==> src/rtl/ubm_map.vh <==
// Constants for the unsigned byte multiplier: encodings, phases, resets.
`ifndef UBM_MAP_VH
`define UBM_MAP_VH
`define UBM_OPC_MUL_LIT 8'h0D
`define UBM_OPC_MUL_REG 7'h01
`define UBM_OPC_LOAD_BANK 8'h01
`define UBM_OPC_HI_MSB 15
`define UBM_OPC_HI_LSB 8
`define UBM_OPC_REG_LSB 9
`define UBM_BANK_BIT 8
`define UBM_PH_Q1 2'h0
`define UBM_PH_Q2 2'h1
`define UBM_PH_Q3 2'h2
`define UBM_PH_Q4 2'h3
`define UBM_RST_BYTE 8'h00
`define UBM_RST_WORD 16'h0000
`define UBM_ACCESS_SPLIT 8'h80
`define UBM_ACCESS_HI_BANK 4'hF
`define UBM_BANK_ZERO 4'h0
`endif

==> src/rtl/ubm_multiplier.v <==
// Unsigned 8x8 multiply instructions with the product register pair.
// What this block does
// - Literal multiply: working register times instruction low-byte literal.
// - Register multiply: working register times the addressed data-memory byte.
// - Product written whole: high byte to product high, low to product low.
// - Working register and memory operand are never written by a multiply.
// - No status flag changes; zero, carry and overflow are not flagged.
// - Bank-mode bit 0 uses access bank; bit 1 uses bank select register.
// - Bank select register holds 8-bit bank number loaded by a literal op.
`timescale 1ns/1ps
`include "ubm_map.vh"

module ubm_multiplier #(
  parameter DW = 8,
  parameter AW = 12
) (
  input wire i_clk,
  input wire i_rst,
  input wire i_cycle_start,
  input wire [15:0] i_instr,
  input wire [DW-1:0] i_wreg,
  input wire [DW-1:0] i_mem_rdata,
  output reg [AW-1:0] o_mem_addr,
  output reg o_mem_rd,
  output reg [DW-1:0] o_product_high,
  output reg [DW-1:0] o_product_low,
  output reg [DW-1:0] o_bank_select_register,
  output reg o_prod_wr,
  output reg [1:0] o_phase
);

  reg [1:0] phase_reg;
  reg running_reg;
  reg is_lit_reg;
  reg is_reg_reg;
  reg is_bank_reg;
  reg [DW-1:0] lit_reg;
  reg [DW-1:0] opb_reg;
  reg [2*DW-1:0] prod_reg;
  reg [AW-1:0] addr_next;
  wire [7:0] hi_byte;
  wire [6:0] hi_seven;
  // Running sums of the shifted partial products, one stage per operand bit.
  wire [2*DW-1:0] pp_sum [0:DW];
  genvar gi;

  // A plain shift-and-add array keeps the product unsigned by construction.
  // Neither operand is sign-extended, so no carry or overflow can arise.
  assign pp_sum[0] = {2*DW{1'b0}};
  generate
    for (gi = 0; gi < DW; gi = gi + 1) begin : g_pp
      wire [2*DW-1:0] pp;
      assign pp = opb_reg[gi] ? ({{DW{1'b0}}, i_wreg} << gi) :
        {2*DW{1'b0}};
      assign pp_sum[gi+1] = pp_sum[gi] + pp;
    end
  endgenerate

  assign hi_byte = i_instr[`UBM_OPC_HI_MSB:`UBM_OPC_HI_LSB];
  assign hi_seven = i_instr[`UBM_OPC_HI_MSB:`UBM_OPC_REG_LSB];

  // Access bank splits into low bank-zero bytes and high special bytes.
  always @* begin
    if (!i_instr[`UBM_BANK_BIT]) begin
      if (i_instr[7:0] < `UBM_ACCESS_SPLIT) begin
        addr_next = {`UBM_BANK_ZERO, i_instr[7:0]};
      end else begin
        addr_next = {`UBM_ACCESS_HI_BANK, i_instr[7:0]};
      end
    end else begin
      // Only the low bank bits reach the address; upper ones are stored.
      addr_next = {o_bank_select_register[AW-9:0], i_instr[7:0]};
    end
  end

  always @(posedge i_clk) begin
    if (i_rst) begin
      phase_reg <= `UBM_PH_Q1;
      running_reg <= 1'b0;
      is_lit_reg <= 1'b0;
      is_reg_reg <= 1'b0;
      is_bank_reg <= 1'b0;
      lit_reg <= `UBM_RST_BYTE;
      opb_reg <= `UBM_RST_BYTE;
      prod_reg <= `UBM_RST_WORD;
      o_mem_addr <= {AW{1'b0}};
      o_mem_rd <= 1'b0;
      o_product_high <= `UBM_RST_BYTE;
      o_product_low <= `UBM_RST_BYTE;
      o_bank_select_register <= `UBM_RST_BYTE;
      o_prod_wr <= 1'b0;
      o_phase <= `UBM_PH_Q1;
    end else begin
      o_mem_rd <= 1'b0;
      o_prod_wr <= 1'b0;
      if (i_cycle_start && !running_reg) begin
        // Q1: decode.
        running_reg <= 1'b1;
        phase_reg <= `UBM_PH_Q2;
        o_phase <= `UBM_PH_Q2;
        is_lit_reg <= (hi_byte == `UBM_OPC_MUL_LIT);
        is_reg_reg <= (hi_seven == `UBM_OPC_MUL_REG);
        is_bank_reg <= (hi_byte == `UBM_OPC_LOAD_BANK);
        lit_reg <= i_instr[7:0];
        o_mem_addr <= addr_next;
        o_mem_rd <= (hi_seven == `UBM_OPC_MUL_REG);
      end else if (running_reg) begin
        case (phase_reg)
          `UBM_PH_Q2: begin
            // Operand read; memory is only read, never written.
            opb_reg <= is_reg_reg ? i_mem_rdata : lit_reg;
            phase_reg <= `UBM_PH_Q3;
            o_phase <= `UBM_PH_Q3;
          end
          `UBM_PH_Q3: begin
            // The working register is only read here; it has no write path.
            prod_reg <= pp_sum[DW];
            phase_reg <= `UBM_PH_Q4;
            o_phase <= `UBM_PH_Q4;
          end
          `UBM_PH_Q4: begin
            // No flags exist here: a zero product is deliberately unreported.
            if (is_lit_reg || is_reg_reg) begin
              o_product_high <= prod_reg[2*DW-1:DW];
              o_product_low <= prod_reg[DW-1:0];
              o_prod_wr <= 1'b1;
            end
            if (is_bank_reg) begin
              o_bank_select_register <= lit_reg;
            end
            running_reg <= 1'b0;
            phase_reg <= `UBM_PH_Q1;
            o_phase <= `UBM_PH_Q1;
          end
          default: begin
            phase_reg <= `UBM_PH_Q1;
            running_reg <= 1'b0;
            o_phase <= `UBM_PH_Q1;
          end
        endcase
      end
    end
  end

endmodule // ubm_multiplier

==> config.mk <==
export PLATFORM = sky130hd
export DESIGN_NAME = ubm_multiplier
export DESIGN_NICKNAME = d
export VERILOG_FILES = /design/src/rtl/ubm_multiplier.v
export VERILOG_INCLUDE_DIRS = /design/src /design/src/rtl
export SDC_FILE = /design/constraint.sdc
export NUM_CORES = 1
export LEC_CHECK = 0
export BUFFER_PORTS_ARGS = -buffer_cell sky130_fd_sc_hd__buf_2
export CAP_MARGIN = 20
export CORE_ASPECT_RATIO = 1.2
export CORE_MARGIN = 10
export CORE_UTILIZATION = 55
export CTS_CLUSTER_DIAMETER = 120
export DETAILED_ROUTE_END_ITERATION = 16
export PLACE_DENSITY = 0.78
export SLEW_MARGIN = 20
export SYNTH_ARGS = -nofsm -noshare
export SYNTH_HDL_FRONTEND = slang
export SYNTH_SLANG_ARGS = --single-unit
==> constraint.sdc <==
create_clock -name i_clk -period 5.34 [get_ports i_clk]
set_input_delay 1.068 -clock i_clk [delete_from_list [all_inputs] [get_ports i_clk]]
set_output_delay 1.068 -clock i_clk [all_outputs]
set_load 0.02 [all_outputs]
==> results of run 1 <==
==> stage by stage <==
stage / instances / hold slack (ns) / area, um^2
floorplan: 480 / 0.4194 / 4420
global placement: 626 / 0.4320 / 4810
detailed placement: 627 / 0.4443 / 4817
CTS: 643 / 0.4553 / 5042
global route: 643 / 0.4744 / 5042
finish: 643 / 0.4529 / 5042
==> cells in the final DEF, fill, tap and decap left out, types with 2 or more instances in the layout <==
| cell | netlist | layout |
|---|---|---|
| clkinvlp_4 | 0 | 2 |
| a22o_1 | 8 | 8 |
| a21oi_1 | 38 | 38 |
| o21ai_0 | 7 | 7 |
| inv_1 | 36 | 36 |
| nand3_1 | 10 | 10 |
| mux2i_1 | 16 | 16 |
| a21o_1 | 3 | 3 |
| o41ai_1 | 2 | 2 |
| buf_2 | 10 | 74 |
| a211oi_1 | 10 | 10 |
| nor2_1 | 18 | 18 |
| o211ai_1 | 2 | 2 |
| nor4_1 | 2 | 2 |
| a31oi_1 | 2 | 2 |
| xor2_1 | 4 | 4 |
| nand2b_1 | 3 | 3 |
| clkbuf_8 | 0 | 10 |
| xnor2_1 | 2 | 2 |
| ha_1 | 34 | 34 |
| fa_1 | 38 | 38 |
| o31ai_1 | 2 | 2 |
| o21bai_1 | 3 | 3 |
| and2_1 | 53 | 53 |
| dfxtp_1 | 68 | 68 |
| o211a_1 | 3 | 3 |
| bufinv_16 | 0 | 2 |
| nand4_1 | 3 | 3 |
| nand2_1 | 79 | 79 |
==> kinds of logic after synthesis <==
kind of cell             after synthesis  share of synthesized area, %
adder cells (fa/ha/maj)               72                         26.83
buffers and inverters                 56                         5.236
multiplexers                          16                         3.623
AO/OA/AOI/OAI                         84                         12.28
XOR/XNOR                               6                         1.189
AND/OR/NAND/NOR                      178                         20.04
flip-flops                            68                         30.80
==> worst max-delay path: stages <==
cell and delay, ns:
buf_2 0.13, and2_1 0.17, fa_1 0.53, inv_1 0.05
fa_1 0.53, inv_1 0.05, fa_1 0.53, inv_1 0.06
fa_1 0.53, inv_1 0.04, ha_1 0.36, a21oi_1 0.28
o211ai_2 0.16, a41oi_1 0.27, xor2_1 0.17, o31ai_1 0.07
==> routing by layer <==
layer	up-vias	GRT usage, %	part of all wire [%]
met4	0	5.919	2.1
met1	1728	18.34	39
li1	1729	-	-
met2	94	30.17	52
met5	-	0	0
met3	19	4.895	6.5
==> path summary, 6_finish.rpt <==
path                from                to  depth (start not counted)
max            i_wreg[7]      prod_reg[14]                         16
min          prod_reg[1]  o_product_low[1]                          2
max reg2reg   opb_reg[2]      prod_reg[14]                         15
min reg2reg  prod_reg[1]  o_product_low[1]                          2
==> power breakdown <==
| group | switching, W | internal, W |
|---|---|---|
| clock network | 0.000193 | 0.000277 |
| logic | 0.0000893 | 0.0000587 |
| registers | 0.0000154 | 0.000517 |
==> layout make-up <==
type	instances	area, um^2
multi-input combinational	356	2828
fill	635	2709
sequential	68	1361
timing repair buffer	75	377.9
clock buffer	11	141.4
inverter	36	135.1
tap	92	115.1
clock inverter	5	83.83
==> reports/qor.yml, run 1 <==
routing:
  routed_wl_um: 9969
  antenna_left: 0
  via_per_inst: 5.552
  via_count: 3570
  drc_errors: 0
  drtPass1Iterations: 4
  dr.first_iter.drc_count: 133
  wl_per_cell_um: 15.50
power_and_ir_drop:
  power_w: 0.001151
  power.leakage_nw: 2.464
  max-vdd-ir-drop_v: 0.0002018
  p_per_area_nw_per_um2: 228.2
die:
  die_h_um: 118.2
  initial_core_util_pct: 57.03
  pin_count: 75
  die_w_um: 101.8
  core_um2: 7751
  die-area_um2: 12040
  row_count: 35
finish:
  area.growth.synth_to_final_pct: 14.07
  largest_reg_flops: 16
  fin_util_pct: 65.05
  final_layout_size_suffix_gt1_share_pct: 17.24
  fin_nets: 653
  diodes: 0
worst_setup_path:
  required_ns: 5.53
  cp.arrival_ns: 5.00
  crit_type: "primary input to flip-flop"
  crit_path_end_kind: "flip-flop"
  r2r_slack_ns: 0.95
  worst-path-max-fanout: 8
  critPathLaunchType: "primary input"
synth:
  synth_top_area_share_pct: 30.80
  synth_nets: 587
  ys_seq_elements: 68
  syn_area_um2: 4420
  yosysMostFrequentCell: "nand2_1"
  ys_warn_count: 0
  synth-async-reset-ratio_pct: 0
  synthCells: 480
  avgSynthCellArea_um2: 9.209
  ys.flop_type: "dfxtp_1"
  ys_top_cells_by_count: "79 x nand2_1, 68 x dfxtp_1, 53 x and2_1"
  synth_edf_count: 0
  synth_top_cell_by_area: "dfxtp_1"
  ys_types: 43
  yosysSeqAreaShare_pct: 30.80
  yosys-top-cells-area: "dfxtp_1 31%, fa_1 17%, ha_1 9.6%, and2_1 7.5%, nand2_1 6.7%"
global_route:
  grt_max_degree: 54
  grt-ovfl-total: 0
  grt_pass1_vias: 3726
  grt_pass1_wl_um: 16730
  grt_usage_pct: 16.90
  antenna_found_initial: 0
clocking:
  hold_buffers: 0
  clockBufferDepth: 2
  cts_made_buffers: 9
  clk_latency_ns: 0.34
  path_clk_slew_ns: 0.08
  cts_setup_buffers: 0
  cts_resized: 0
  tritoncts: "done"
  cts_root_buf: "clkbuf_8"
  htreeDepth: 3
  numClockSinks: 68
timing:
  tightest_slew_ns: 0.9502
  slew_viol_final: 0
  finalSetupViolCount: 0
  slew_headroom_pct: 36.66
  setup_slack_ns: 0.5290
  skew_ns: 0.007714
  period_needed_ns: 4.811
  rsz0062_at_grt: "false"
  tns_ns: 0
  fin_crit_sh_pct: 90.09
  hold_viol: 0
  max_freq_mhz: 207.9
worst_hold_path:
  hold_path_class: "flip-flop to flip-flop"
placed_design:
  portBuffers: 74
  hpwl_um: 7769
  routabilityCongestion: 0.8350
  pre_cts_slack_ns: 0.1826
outcome:
  status: "finished clean"
flow_run:
  drv_cap: 0
No activity file was read; power rests on OpenSTA's default activity.
==> run 2: changes to the inputs <==
- ABC_AREA: unset -> 1
- CORE_UTILIZATION: 55 -> 52
- PLACE_DENSITY: 0.78 -> 0.77
- clock period: 5.34 -> 4.18 ns (I/O delays scaled with it)
==> run 2 against run 1 <==
Via count rose by 16%. Clock power rose by 61%. Global-route usage about the same. Cell area up 12%. Sequential share of layout area is 2.9 points lower. Final cell count is 30% higher. Critical path type unchanged.
==> reports/qor.yml, run 2 <==
synth:
  yosysSeqAreaShare_pct: 28.59  # was 30.80%
  ys_warn_count: 0  # unchanged
  synthCells: 634  # was 480
  synth-async-reset-ratio_pct: 0  # unchanged
  ys_seq_elements: 68  # unchanged
  synth_edf_count: 0  # unchanged
  avgSynthCellArea_um2: 7.511  # was 9.209 um^2
  synth_top_area_share_pct: 28.59  # was 30.80%
  ys_types: 37  # was 43
  yosys-top-cells-area: "dfxtp_1 29%, fa_1 16%, nand2_1 11%, inv_1 10%, ha_1 8.9%"  # was dfxtp_1 31%, fa_1 17%, ha_1 9.6%, and2_1 7.5%, nand2_1 6.7%
  ys.flop_type: "dfxtp_1"  # unchanged
  syn_area_um2: 4762  # was 4420 um^2
  yosysMostFrequentCell: "nand2_1"  # unchanged
  ys_top_cells_by_count: "138 x nand2_1, 130 x inv_1, 68 x dfxtp_1"  # was 79 x nand2_1, 68 x dfxtp_1, 53 x and2_1
  synth_top_cell_by_area: "dfxtp_1"  # unchanged
  synth_nets: 741  # was 587
timing:
  period_needed_ns: 4.006
  slew_headroom_pct: 48.69  # was 36.66%
  fin_crit_sh_pct: 95.84
  tightest_slew_ns: 0.7686  # was 0.9502 ns
  hold_viol: 0  # unchanged
  finalSetupViolCount: 0  # unchanged
  max_freq_mhz: 249.6
  setup_slack_ns: 0.1740  # was 0.5290 ns
  slew_viol_final: 0  # unchanged
  skew_ns: 0.003864  # was 0.007714 ns
global_route:
  grt-ovfl-total: 0  # unchanged
  grt_usage_pct: 16.94  # was 16.90%
  grt_max_degree: 54  # unchanged
  grt_pass1_wl_um: 19040  # was 16730 um
  grt_pass1_vias: 4148  # was 3726
  antenna_found_initial: 0  # unchanged
worst_setup_path:
  path_common_cell: "fa_1"
  worst-path-max-fanout: 7  # was 8
  crit_start: "i_wreg[2]"  # was i_wreg[7]
  critPathLaunchType: "primary input"  # unchanged
  crit_path_end_kind: "flip-flop"  # unchanged
  setup.worst_path.end: "prod_reg[9]"  # was prod_reg[14]
  critPathTopFamily: "adder cells"  # unchanged
  slowest_delay_ns: 0.58  # was 0.53 ns
  crit_type: "primary input to flip-flop"  # unchanged
  cp_slowest_cell: "fa_1"  # unchanged
  r2r_end: "prod_reg[9]"  # was prod_reg[14]
  worst-path-stages: 15  # was 16
  path_cells: "buf_2 > nand2_1 > inv_1 > fa_1 > fa_1 > fa_1 > ha_1 > ha_1 > fa_1 > nand2_1 > nand3_1 > nand2_1 > xnor2_1 > o21ai_0 > inv_1"  # was buf_2 > and2_1 > fa_1 > inv_1 > fa_1 > inv_1 > fa_1 > inv_1 > fa_1 > inv_1 > ha_1 > a21oi_1 > o211ai_2 > a41oi_1 > xor2_1 > o31ai_1
  required_ns: 4.42  # was 5.53 ns
  r2r_slack_ns: 0.30  # was 0.95 ns
  cp.arrival_ns: 4.24  # was 5.00 ns
  rr_startpoint: "opb_reg[1]"  # was opb_reg[2]
  ff2ff_path_depth: 14  # was 15
  cp_num_buf_inv: 3  # was 5
placed_design:
  portBuffers: 74  # unchanged
  hpwl_um: 8814  # was 7769 um
  routabilityCongestion: 0.8939  # was 0.8350
  place_inst: 817  # was 627
  pre_cts_slack_ns: -0.2055  # was 0.1826 ns
  place_area_um2: 5319  # was 4817 um^2
finish:
  finalNonFillerCells: 834  # was 643
  largest_reg_flops: 16  # unchanged
  final_layout_size_suffix_gt1_share_pct: 20.03  # was 17.24%
  fillers: 785  # was 635
  area.growth.synth_to_final_pct: 18.76  # was 14.07%
  ff_latch_area_um2: 1361  # unchanged
  fin_nets: 816  # was 653
  final_cell_mix: "136 x nand2_1, 128 x inv_1, 73 x buf_2"  # was 79 x nand2_1, 74 x buf_2, 68 x dfxtp_1
  diodes: 0  # unchanged
  final_area_um2: 5655  # was 5042 um^2
  final_common_cell: "nand2_1"  # unchanged
  multiInputGateArea_um2: 2824  # was 2828 um^2
die:
  row_count: 38  # was 35
  pin_count: 75  # unchanged
  die_w_um: 107.4  # was 101.8 um
  core_um2: 8986  # was 7751 um^2
  initial_core_util_pct: 52.99  # was 57.03%
  die_h_um: 124.8  # was 118.2 um
  die-area_um2: 13400  # was 12040 um^2
outcome:
  status: "finished clean"  # unchanged
routing:
  drtPass1Iterations: 4  # unchanged
  wl_per_cell_um: 13.38  # was 15.50 um
  dr.first_iter.drc_count: 192  # was 133
  antenna_left: 0  # unchanged
  via_per_inst: 4.948  # was 5.552
  drc_errors: 0  # unchanged
  via_count: 4127  # was 3570
  routed_wl_um: 11160  # was 9969 um
power_and_ir_drop:
  clkPwrFrac_pct: 43.6  # was 40.9%
  power_frac_seq_pct: 39.3  # was 46.3%
  max-vdd-ir-drop_v: 0.0001794  # was 0.0002018 V
  power_frac_comb_pct: 17.1  # was 12.9%
  p_switching_w: 0.0004344  # was 0.0002977 W
  p_per_area_nw_per_um2: 307.9  # was 228.2 nW/um^2
  power.leakage_nw: 3.237  # was 2.464 nW
  switching_share_pct: 24.95  # was 25.87%
  p_int_w: 0.001307  # was 0.0008531 W
flow_run:
  drv_cap: 0  # unchanged
clocking:
  numClockSinks: 68  # unchanged
  htreeDepth: 3  # unchanged
  cts_made_buffers: 9  # unchanged
  clockBufferDepth: 2  # unchanged
  tritoncts: "done"  # unchanged
  path_clk_slew_ns: 0.07  # was 0.08 ns
  clk_latency_ns: 0.34  # about the same
  hold_buffers: 0  # unchanged
  cts_root_buf: "clkbuf_8"  # unchanged
worst_hold_path:
  hold_path_class: "flip-flop to flip-flop"  # unchanged
-- run 2: cell count changes after synthesis, moves of 6 or more --
| cell | change |
|---|---|
| a211oi_1 | -10 |
| a22o_1 | -8 |
| and2_1 | -53 |
| buf_2 | -6 |
| clkbuf_1 | +10 |
| inv_1 | +94 |
| mux2i_1 | -16 |
| nand2_1 | +59 |
| nand3_1 | +29 |
| nor2_1 | +25 |
| o211ai_1 | +6 |
| o21ai_0 | +30 |
-- run 2: area by class of cell --
class | count | area share, %
well taps | 120 | 2.655
multi-input cells | 401 | 49.93
clock buffers | 9 | 2.190
clock inverters | 7 | 2.876
flip-flops and latches | 68 | 24.07
inverters | 135 | 9.027
repair buffers | 94 | 9.248
-- run 2: how the worst min path moves through the flow --
stage	to	from	cells after the start	slack (ns)
final	o_bank_select_register[5]	o_bank_select_register[5]	2	0.44
after global routing	o_bank_select_register[5]	o_bank_select_register[5]	2	0.46
after CTS	o_bank_select_register[5]	o_bank_select_register[5]	2	0.45
after detailed placement	o_bank_select_register[5]	o_bank_select_register[5]	2	0.44
after global placement	o_bank_select_register[7]	o_bank_select_register[7]	2	0.43
after floorplan	o_product_high[0]	prod_reg[8]	2	0.43
-- run 2: layer usage --
layer / share of wire (%) / vias up / global-route usage (%) / routed length, um
li1: - / 2088 / - / -
met1: 40 / 1922 / 18.89 / 4474
met2: 52 / 101 / 30.67 / 5767
met3: 6.4 / 16 / 3.830 / 714
met4: 1.8 / 0 / 5.276 / 206
met5: 0 / - / 0 / 0
-- run 2: kinds of logic (layout without fill, tap and decap cells) --
family                     Yosys count  in the layout  share of synthesized area (%)
AOI/OAI and AO/OA                   94             94                          11.14
xor gates and xnor gates             4              4                         0.7358
adders and majority gates           72             72                          24.91
buffers and inverters              165            245                          14.27
DFF                                 68             68                          28.59
and+or+nand+nor                    231            231                          20.36
-- run 2: worst min-delay path, delay by kind of cell, from the launching register on --
kind / cells / cell delay, ns
buf+inv: 1 / 0.04
flops: 1 / 0.31
compound gates: 1 / 0.05
-- run 2: timing repair --
item / CTS / global route
buffers inserted: 0 / 1
endpoints found under the setup margin: 0 / 3
resized for setup: 0 / 7
hold endpoints to repair: 0 / 0
-- run 2: power groups by stage --
stage	Combinational, W	Clock (W)	Sequential [W]
after floorplan	0.000189	0	0.000696
after global placement	0.000276	0	0.000698
after detailed placement	0.000283	0	0.000699
after CTS	0.000286	0.000768	0.000684
after global routing	0.000337	0.000794	0.000686
final	0.000298	0.000759	0.000684
-- run 2: metrics by stage --
step                power (W)  hold WS [ns]  setup TNS [ns]  utilization (%)
floorplan           0.0008851        0.4268               0                -
detailed placement  0.0009813        0.4354          -1.235            59.19
finish               0.001741        0.4421               0            62.94
global placement    0.0009742        0.4294         -0.8789            59.19
CTS                  0.001738        0.4456               0            62.38
global route         0.001818        0.4610       -0.001123            62.94
